$ cat src/logic/pp_setpoint_map.vh
`ifndef PP_SETPOINT_MAP_VH
`define PP_SETPOINT_MAP_VH

// Object dictionary indices
`define OD_FAULT_CODE 16'h603F
`define OD_COMMAND_WORD 16'h6040
`define OD_STATE_WORD 16'h6041
`define OD_OP_SELECT 16'h6060
`define OD_OP_IN_EFFECT 16'h6061
`define OD_POS_DEMAND 16'h6062
`define OD_POS_ENCODER 16'h6063
`define OD_POS_USER 16'h6064
`define OD_VEL_ACTUAL 16'h606C
`define OD_GOAL_POS 16'h607A
`define OD_MOVE_VEL 16'h6081
`define OD_MOVE_ACCEL 16'h6083
`define OD_MOVE_DECEL 16'h6084

// Command word bit positions
`define CW_SWITCH_ON 0
`define CW_VOLTAGE 1
`define CW_QUICK_STOP_N 2
`define CW_OPERATION 3
`define CW_NEW_SETPOINT 4
`define CW_IMMEDIATE 5
`define CW_RELATIVE 6

// State word bit positions
`define SW_READY 0
`define SW_SWITCHED_ON 1
`define SW_OP_ENABLED 2
`define SW_FAULT 3
`define SW_VOLTAGE 4
`define SW_QUICK_STOP_N 5
`define SW_ON_DISABLED 6
`define SW_REMOTE 9
`define SW_TARGET_REACHED 10
`define SW_SETPOINT_ACK 12
`define SW_FOLLOW_ERR 13
`define SW_HOME_FOUND 15

// Mode code of profile position operation
`define MODE_PROFILE_POS 8'h01

// Reset values
`define RST_COMMAND_WORD 16'h0000
`define RST_OP_SELECT 8'h00
`define RST_WORD32 32'h0000_0000

`endif

$ cat src/logic/segment_runner.v
`timescale 1ns/100ps

// Simplified ramp: speed is in position units per clock tick, rates per tick.
// A replan keeps the present speed, so motion continues without a stop.
module segment_runner (
    input wire clk,
    input wire srst,
    input wire ce,
    input wire load,
    input wire [31:0] load_end,
    input wire halt,
    input wire [31:0] max_speed,
    input wire [31:0] accel,
    input wire [31:0] decel,
    output reg [31:0] pos_q,
    output reg [31:0] end_q,
    output reg [31:0] speed_q,
    output reg busy_q,
    output reg done_q
);

    reg [32:0] rem;
    reg [32:0] mag;
    reg [32:0] up;
    reg [31:0] spd_d;
    reg [32:0] step;

    always @* begin
        rem = {pos_q[31], pos_q};
        rem = {end_q[31], end_q} - rem;
        mag = rem[32] ? (33'h0_0000_0000 - rem) : rem;
        up = {1'b0, speed_q} + {1'b0, accel};
        if (mag <= {1'b0, speed_q}) begin
            spd_d = (speed_q > decel) ? (speed_q - decel) : 32'h0000_0000;
        end else if (up > {1'b0, max_speed}) begin
            spd_d = max_speed;
        end else begin
            spd_d = up[31:0];
        end
        // Creep at one unit so a zero speed setting cannot stall a segment
        step = (spd_d == 32'h0000_0000) ? 33'h0_0000_0001 : {1'b0, spd_d};
        if (step > mag) begin
            step = mag;
        end
    end

    always @(posedge clk) begin
        if (srst) begin
            pos_q <= 32'h0000_0000;
            end_q <= 32'h0000_0000;
            speed_q <= 32'h0000_0000;
            busy_q <= 1'b0;
            done_q <= 1'b0;
        end else if (ce) begin
            done_q <= 1'b0;
            if (halt) begin
                end_q <= pos_q;
                speed_q <= 32'h0000_0000;
                busy_q <= 1'b0;
            end else if (load) begin
                end_q <= load_end;
                busy_q <= 1'b1;
            end else if (busy_q) begin
                speed_q <= spd_d;
                if (rem[32]) begin
                    pos_q <= pos_q - step[31:0];
                end else begin
                    pos_q <= pos_q + step[31:0];
                end
                if (step == mag) begin
                    busy_q <= 1'b0;
                    done_q <= 1'b1;
                    speed_q <= 32'h0000_0000;
                end
            end
        end
    end

endmodule // segment_runner

$ cat src/logic/profile_position_setpoint_handler.v
`timescale 1ns/100ps
`include "pp_setpoint_map.vh"

module profile_position_setpoint_handler (
    input wire clk,
    input wire srst,
    input wire ce,
    input wire [15:0] od_index,
    input wire od_wr,
    input wire od_rd,
    input wire [31:0] od_wdata,
    output reg [31:0] od_rdata,
    output reg od_ack,
    output reg od_err,
    input wire [15:0] fault_code_in,
    input wire fault_active,
    input wire following_error,
    input wire home_done,
    input wire [31:0] enc_position,
    input wire [31:0] user_position,
    input wire [31:0] actual_velocity,
    output wire [31:0] demand_position,
    output wire [31:0] demand_speed,
    output wire motion_busy,
    output wire drive_enabled
);

    // ********************************
    // Power state machine
    // ********************************
    localparam [3:0] ST_DISABLED = 4'b0001;
    localparam [3:0] ST_READY = 4'b0010;
    localparam [3:0] ST_SWITCHED_ON = 4'b0100;
    localparam [3:0] ST_ENABLED = 4'b1000;

    reg [3:0] state_q;
    reg [3:0] state_d;

    // ********************************
    // Object dictionary storage
    // ********************************
    reg [15:0] command_word_q;
    reg [7:0] operation_select_q;
    reg [31:0] goal_position_q;
    reg [31:0] move_velocity_q;
    reg [31:0] move_accel_q;
    reg [31:0] move_decel_q;

    // ********************************
    // Set-point bookkeeping
    // ********************************
    reg trigger_prev_q;
    reg reached_q;
    reg ack_q;
    reg pend_q;
    reg pend_rel_q;
    reg [31:0] pend_goal_q;

    wire [31:0] run_pos;
    wire [31:0] run_end;
    wire [31:0] run_speed;
    wire run_busy;
    wire run_done;

    wire op_enabled;
    wire pp_selected;
    wire trigger_edge;
    wire accept;
    wire start_pend;
    wire busy_eff;
    wire accept_now;
    wire halt;
    wire [15:0] state_word;

    reg load;
    reg [31:0] load_end;
    reg [32:0] rel_sum;

    assign op_enabled = (state_q == ST_ENABLED);
    assign pp_selected = (operation_select_q == `MODE_PROFILE_POS);

    // ********************************
    // Power state transitions
    // ********************************
    always @* begin
        state_d = state_q;
        // Fault or lost voltage or quick stop drops straight to disabled
        if (fault_active || !command_word_q[`CW_VOLTAGE] || !command_word_q[`CW_QUICK_STOP_N]) begin
            state_d = ST_DISABLED;
        end else if (!command_word_q[`CW_SWITCH_ON]) begin
            state_d = ST_READY;
        end else if (!command_word_q[`CW_OPERATION]) begin
            case (state_q)
                ST_READY: begin
                    state_d = ST_SWITCHED_ON;
                end
                ST_SWITCHED_ON: begin
                    state_d = ST_SWITCHED_ON;
                end
                ST_ENABLED: begin
                    state_d = ST_SWITCHED_ON;
                end
                default: begin
                    state_d = state_q;
                end
            endcase
        end else begin
            case (state_q)
                ST_READY: begin
                    state_d = ST_SWITCHED_ON;
                end
                ST_SWITCHED_ON: begin
                    state_d = ST_ENABLED;
                end
                ST_ENABLED: begin
                    state_d = ST_ENABLED;
                end
                default: begin
                    state_d = state_q;
                end
            endcase
        end
    end

    always @(posedge clk) begin
        if (srst) begin
            state_q <= ST_DISABLED;
        end else if (ce) begin
            state_q <= state_d;
        end
    end

    // ********************************
    // Trigger detection and planning
    // ********************************
    assign trigger_edge = command_word_q[`CW_NEW_SETPOINT] & ~trigger_prev_q;
    assign accept = trigger_edge & op_enabled & pp_selected;
    // A queued segment starts the cycle its predecessor lands
    assign start_pend = run_done & pend_q;
    assign busy_eff = run_busy | start_pend;
    assign accept_now = accept & (~busy_eff | command_word_q[`CW_IMMEDIATE]);
    assign halt = ~op_enabled;

    // End of the running segment is the base for relative moves, so an
    // immediate replan keeps the travel not yet executed.
    always @* begin
        load = 1'b0;
        load_end = goal_position_q;
        rel_sum = {1'b0, run_end} + {1'b0, (accept_now ? goal_position_q : pend_goal_q)};
        if (accept_now) begin
            load = 1'b1;
            if (command_word_q[`CW_RELATIVE]) begin
                load_end = rel_sum[31:0];
            end
        end else if (start_pend) begin
            load = 1'b1;
            if (pend_rel_q) begin
                load_end = rel_sum[31:0];
            end else begin
                load_end = pend_goal_q;
            end
        end
    end

    always @(posedge clk) begin
        if (srst) begin
            trigger_prev_q <= 1'b0;
            pend_q <= 1'b0;
            pend_rel_q <= 1'b0;
            pend_goal_q <= `RST_WORD32;
        end else if (ce) begin
            trigger_prev_q <= command_word_q[`CW_NEW_SETPOINT];
            if (halt) begin
                pend_q <= 1'b0;
            end else if (accept && busy_eff && !command_word_q[`CW_IMMEDIATE]) begin
                pend_q <= 1'b1;
                pend_rel_q <= command_word_q[`CW_RELATIVE];
                pend_goal_q <= goal_position_q;
            end else if (accept_now || start_pend) begin
                pend_q <= 1'b0;
            end
        end
    end

    // Set wins over clear: a trigger landing with a completion keeps ack high
    always @(posedge clk) begin
        if (srst) begin
            reached_q <= 1'b1;
            ack_q <= 1'b0;
        end else if (ce) begin
            if (accept) begin
                reached_q <= 1'b0;
                ack_q <= 1'b1;
            end else if (halt) begin
                ack_q <= 1'b0;
            end else if (run_done && !pend_q) begin
                reached_q <= 1'b1;
                ack_q <= 1'b0;
            end
        end
    end

    segment_runner u_runner (
        .clk(clk),
        .srst(srst),
        .ce(ce),
        .load(load),
        .load_end(load_end),
        .halt(halt),
        .max_speed(move_velocity_q),
        .accel(move_accel_q),
        .decel(move_decel_q),
        .pos_q(run_pos),
        .end_q(run_end),
        .speed_q(run_speed),
        .busy_q(run_busy),
        .done_q(run_done)
    );

    // ********************************
    // State word
    // ********************************
    assign state_word[`SW_READY] = ~state_q[0];
    assign state_word[`SW_SWITCHED_ON] = state_q[2] | state_q[3];
    assign state_word[`SW_OP_ENABLED] = state_q[3];
    assign state_word[`SW_FAULT] = fault_active;
    assign state_word[`SW_VOLTAGE] = state_q[2] | state_q[3];
    assign state_word[`SW_QUICK_STOP_N] = ~state_q[0];
    assign state_word[`SW_ON_DISABLED] = state_q[0];
    assign state_word[8:7] = 2'b00;
    assign state_word[`SW_REMOTE] = 1'b1;
    assign state_word[`SW_TARGET_REACHED] = reached_q & ~state_q[0];
    assign state_word[11] = 1'b0;
    assign state_word[`SW_SETPOINT_ACK] = ack_q;
    assign state_word[`SW_FOLLOW_ERR] = following_error;
    assign state_word[14] = 1'b0;
    assign state_word[`SW_HOME_FOUND] = home_done;

    assign demand_position = run_pos;
    assign demand_speed = run_speed;
    assign motion_busy = run_busy;
    assign drive_enabled = op_enabled;

    // ********************************
    // Object dictionary access
    // ********************************
    // A write to a read-only or unknown index is refused with od_err and
    // leaves every entry unchanged.
    always @(posedge clk) begin
        if (srst) begin
            command_word_q <= `RST_COMMAND_WORD;
            operation_select_q <= `RST_OP_SELECT;
            goal_position_q <= `RST_WORD32;
            move_velocity_q <= `RST_WORD32;
            move_accel_q <= `RST_WORD32;
            move_decel_q <= `RST_WORD32;
        end else if (ce && od_wr) begin
            case (od_index)
                `OD_COMMAND_WORD: begin
                    command_word_q <= od_wdata[15:0];
                end
                `OD_OP_SELECT: begin
                    operation_select_q <= od_wdata[7:0];
                end
                `OD_GOAL_POS: begin
                    goal_position_q <= od_wdata;
                end
                `OD_MOVE_VEL: begin
                    move_velocity_q <= od_wdata;
                end
                `OD_MOVE_ACCEL: begin
                    move_accel_q <= od_wdata;
                end
                `OD_MOVE_DECEL: begin
                    move_decel_q <= od_wdata;
                end
                default: begin
                    command_word_q <= command_word_q;
                end
            endcase
        end
    end

    always @(posedge clk) begin
        if (srst) begin
            od_rdata <= `RST_WORD32;
            od_ack <= 1'b0;
            od_err <= 1'b0;
        end else if (ce) begin
            od_ack <= od_wr | od_rd;
            od_err <= 1'b0;
            if (od_wr) begin
                case (od_index)
                    `OD_COMMAND_WORD, `OD_OP_SELECT, `OD_GOAL_POS,
                    `OD_MOVE_VEL, `OD_MOVE_ACCEL, `OD_MOVE_DECEL: begin
                        od_err <= 1'b0;
                    end
                    default: begin
                        od_err <= 1'b1;
                    end
                endcase
            end else if (od_rd) begin
                case (od_index)
                    `OD_FAULT_CODE: begin
                        od_rdata <= {16'h0000, fault_code_in};
                    end
                    `OD_COMMAND_WORD: begin
                        od_rdata <= {16'h0000, command_word_q};
                    end
                    `OD_STATE_WORD: begin
                        od_rdata <= {16'h0000, state_word};
                    end
                    `OD_OP_SELECT: begin
                        od_rdata <= {24'h00_0000, operation_select_q};
                    end
                    `OD_OP_IN_EFFECT: begin
                        od_rdata <= {24'h00_0000, operation_select_q};
                    end
                    `OD_POS_DEMAND: begin
                        od_rdata <= run_pos;
                    end
                    `OD_POS_ENCODER: begin
                        od_rdata <= enc_position;
                    end
                    `OD_POS_USER: begin
                        od_rdata <= user_position;
                    end
                    `OD_VEL_ACTUAL: begin
                        od_rdata <= actual_velocity;
                    end
                    `OD_GOAL_POS: begin
                        od_rdata <= goal_position_q;
                    end
                    `OD_MOVE_VEL: begin
                        od_rdata <= move_velocity_q;
                    end
                    `OD_MOVE_ACCEL: begin
                        od_rdata <= move_accel_q;
                    end
                    `OD_MOVE_DECEL: begin
                        od_rdata <= move_decel_q;
                    end
                    default: begin
                        od_rdata <= `RST_WORD32;
                        od_err <= 1'b1;
                    end
                endcase
            end
        end
    end

endmodule // profile_position_setpoint_handler

$ cat config.mk
export PLATFORM = sky130hd
export DESIGN_NAME = profile_position_setpoint_handler
export DESIGN_NICKNAME = d
export VERILOG_FILES = /design/src/logic/segment_runner.v /design/src/logic/profile_position_setpoint_handler.v
export VERILOG_INCLUDE_DIRS = /design/src /design/src/logic
export SDC_FILE = /design/constraint.sdc
export NUM_CORES = 2
export LEC_CHECK = 0
export ABC_AREA = 0
export BUFFER_PORTS_ARGS = -buffer_cell sky130_fd_sc_hd__buf_2
export CORE_ASPECT_RATIO = 1.4
export CORE_MARGIN = 5
export CORE_UTILIZATION = 42
export DETAILED_ROUTE_END_ITERATION = 10
export PLACE_DENSITY = 0.67
export SETUP_SLACK_MARGIN = 0.2
export SYNTH_ARGS = -nofsm -noshare
export SYNTH_HDL_FRONTEND = slang
export SYNTH_HIERARCHICAL = 1
export SYNTH_SLANG_ARGS = --single-unit
$ cat constraint.sdc
create_clock -name clk -period 18.68 [get_ports clk]
set_clock_uncertainty 0.1 [all_clocks]
set_input_delay 3.736 -clock clk [delete_from_list [all_inputs] [get_ports clk]]
set_output_delay 3.736 -clock clk [all_outputs]
set_load 0.05 [all_outputs]
==> results.json <==
{
  "synth-compound-area-share_pct": 27.9,
  "synth_flop_cell": "dfxtp_1",
  "cts.reportedPaths.clkPinSlew_ps": 60,
  "cts_made_buffers": 40,
  "yosys.cell_types.count": 110,
  "row_count": 116,
  "synth-edff-count": 0,
  "synth_largest_area_cell": "dfxtp_1",
  "r2r-start": "u_runner/speed_q[0]",
  "drc_errors": 0,
  "async_reset_ff_share_pct": 0,
  "vdd_drop_max_v": 0.0000586,
  "yosysMostFrequentCell": "nand2_1",
  "maxCapViolations": 0,
  "first_iter_violations": 3754,
  "synth.area.mux_share_pct": 6.18,
  "syn_area_um2": 30100,
  "synthTopCellsByArea": "dfxtp_1 22%, ha_1 11%, a21oi_1 8.0%, nand2_1 7.9%, mux2i_1 4.1%",
  "synth-seq-cells": 325,
  "ctsResizeCount": 0,
  "tightest_slew_ps": 1370,
  "cp_data_required_time_ps": 19050,
  "syn-num-nets": 4520,
  "status": "finished, final reports clean",
  "synth_common_cells": "634 x nand2_1, 479 x a21oi_1, 325 x dfxtp_1",
  "ys.warnings.count": 6,
  "synth_simple_gate_area_share_pct": 21.9,
  "crit_path_max_incr_delay_ps": 880,
  "grt_max_degree": 79,
  "power.density_nw_per_um2": 80.9,
  "slew_headroom_pct": 8.86,
  "path_max_fanout": 70,
  "placed_area_um2": 32200,
  "finalSetupViolCount": 0,
  "post-route-period-util_pct": 85.4,
  "die_area_um2": 77200,
  "synth_fa_ha_area_share_pct": 11.1,
  "die_h_um": 327,
  "cts.root.buffer_cell": "clkbuf_16",
  "ios": 268,
  "clk_latency_ps": 580,
  "slowest_stage": "a2111oi_0",
  "endpoint_kind": "register",
  "area_growth_pct": 11.5,
  "hold_path.class": "reg2reg",
  "cts_tree": "built",
  "initial_core_util_pct": 42.2,
  "timing.final.ws_setup_ps": 2730,
  "nets": 4669,
  "htree_levels": 2,
  "leakage_nw": 13.9,
  "whs_path_depth": 2,
  "min_from": "command_word_q[11]",
  "crit_arrival_ps": 16320,
  "ant_nets": 0,
  "rsz0062_at_grt": "false",
  "final_area_um2": 33500,
  "fin_crit_ps": 15950,
  "syn_avg_cell_area_um2": 7.36,
  "whs_endpoint": "command_word_q[11]",
  "drive_gt1_share_pct": 12.6,
  "clkSinkCount": 325,
  "r2r_cells": 53,
  "port-buffer-count": 267,
  "finalSetupTns_ps": 0,
  "worstReg2RegEnd": "u_runner/pos_q[31]",
  "start_kind": "register",
  "synth_cells": 4089,
  "drt_pass1_iterations": 6,
  "viasPerCell": 6.39,
  "grt_pass1_wl_um": 199000,
  "place.gp.congestion": 1.04,
  "final_max_slew_viol_count": 0,
  "synth_seq_area_share_pct": 21.6,
  "dpl_worst_slack_ps": 3220,
  "coreArea_um2": 71300,
  "netlist.area_leader.share_pct": 21.6,
  "die_x_um": 236,
  "antenna_found_initial": 2,
  "place_hpwl_um": 107000,
  "synthXorXnorAreaFrac_pct": 5.44,
  "fmax_mhz": 62.7,
  "final-hold-violation-count": 0,
  "groute.usage.overall_pct": 33.3,
  "post_cts_buffers": 0,
  "path_common_cell": "a21oi_1",
  "grt_pass1_vias": 31300,
  "clock_path_buffers": 3,
  "vias": 33300,
  "grt-ovfl-total": 0,
  "avgRoutedWirePerCell_um": 26.2,
  "synth_top_family_by_area": "compound AO/OA/AOI/OAI gates",
  "totalWireLength_um": 137000,
  "crit_type": "reg2reg",
  "hold_buffers": 0,
  "rrSetupSlack_ps": 2730
}
==> layout make-up <==
cell class / instances / area, um2
timing repair buffer: 316 / 1710
tap: 944 / 1180
multi-input combinational: 3318 / 21900
clock buffer: 55 / 1160
antenna: 2 / 5.00
inverter: 237 / 890
sequential: 325 / 6510
clock inverter: 16 / 205
fill: 7239 / 37700
==> registers in the layout, indices dropped and copies added (netlist names), 4 cells and up <==
signal	cells
move_decel_q	32
state_q	4
u_runner/speed_q	32
pend_goal_q	32
od_rdata	32
u_runner/end_q	32
goal_position_q	32
move_velocity_q	32
operation_select_q	8
command_word_q	16
u_runner/pos_q	32
move_accel_q	32
==> routing by layer <==
| metal | share of wire, % | track usage [%] | vias to the layer above |
|---|---|---|---|
| met2 | 46 | 55.8 | 1926 |
| met5 | 0 | 0 | - |
| met3 | 9.2 | 5.89 | 398 |
| met4 | 6.2 | 17.2 | 0 |
| met1 | 38 | 41.0 | 15800 |
| li1 | - | - | 15100 |
==> cells by family after synthesis <==
| family | count (synthesis) |
|---|---|
| fa+ha+maj | 263 |
| flops | 325 |
| compound gates | 1283 |
| buf+inv | 446 |
| xor+xnor | 187 |
| mux | 179 |
| simple gates | 1406 |
==> power breakdown <==
part / internal [mW] / total, mW / switching (mW)
combinational: 0.447 / 1.18 / 0.731
clock: 0.490 / 0.829 / 0.338
sequential: 0.700 / 0.707 / 0.00699
==> worst max path at each step <==
stage	startpoint	end	slack, ps	depth (start not counted)
2_1_floorplan	u_runner/pos_q[5]	u_runner/pos_q[30]	5220	63
3_3_place_gp	u_runner/speed_q[0]	u_runner/pos_q[31]	3300	54
3_5_place_dp	u_runner/speed_q[0]	u_runner/pos_q[30]	3220	53
4_1_cts	u_runner/speed_q[0]	u_runner/pos_q[31]	3190	53
5_1_grt	u_runner/pos_q[13]	u_runner/pos_q[31]	1460	57
6_report	u_runner/speed_q[0]	u_runner/pos_q[31]	2730	53
==> cell usage in the layout, fill, tap and decap left out, drive strengths merged, types with 28 or more instances in the layout <==
cell type  count
xnor2        126
a22oi         42
a21o          82
ha           258
a31oi         36
nand4         52
clkbuf        55
a21oi        482
mux2i        124
nor4          37
or3           29
a221oi        43
nand2        634
and3          40
a22o          35
o211ai        28
a211oi        83
nand3         73
mux2          55
dfxtp        325
and2          29
buf          316
xor2          61
o21a          31
nand2b        34
nor2         299
inv          237
o21ai        208
nor3          60
==> worst max-delay path, delay by kind of cell (launching register included) <==
kind | cells | cell delay (ps)
compound gates | 31 | 10050
fa+ha+maj | 6 | 1800
simple gates | 8 | 1690
buf+inv | 5 | 1170
mux | 3 | 620
flops | 1 | 390
==> per-stage QoR <==
step / power [mW] / instances / utilization, % / hold slack (ps)
after CTS: 2.69 / 5211 / 47.1 / 352
final: 2.71 / 5213 / 47.1 / 353
after floorplan: 1.56 / 4089 / - / 331
after global placement: 1.86 / 5140 / 45.1 / 337
after detailed placement: 1.86 / 5140 / 45.1 / 344
after global routing: 2.84 / 5211 / 47.1 / 372
(Power assumes the default switching activity.)
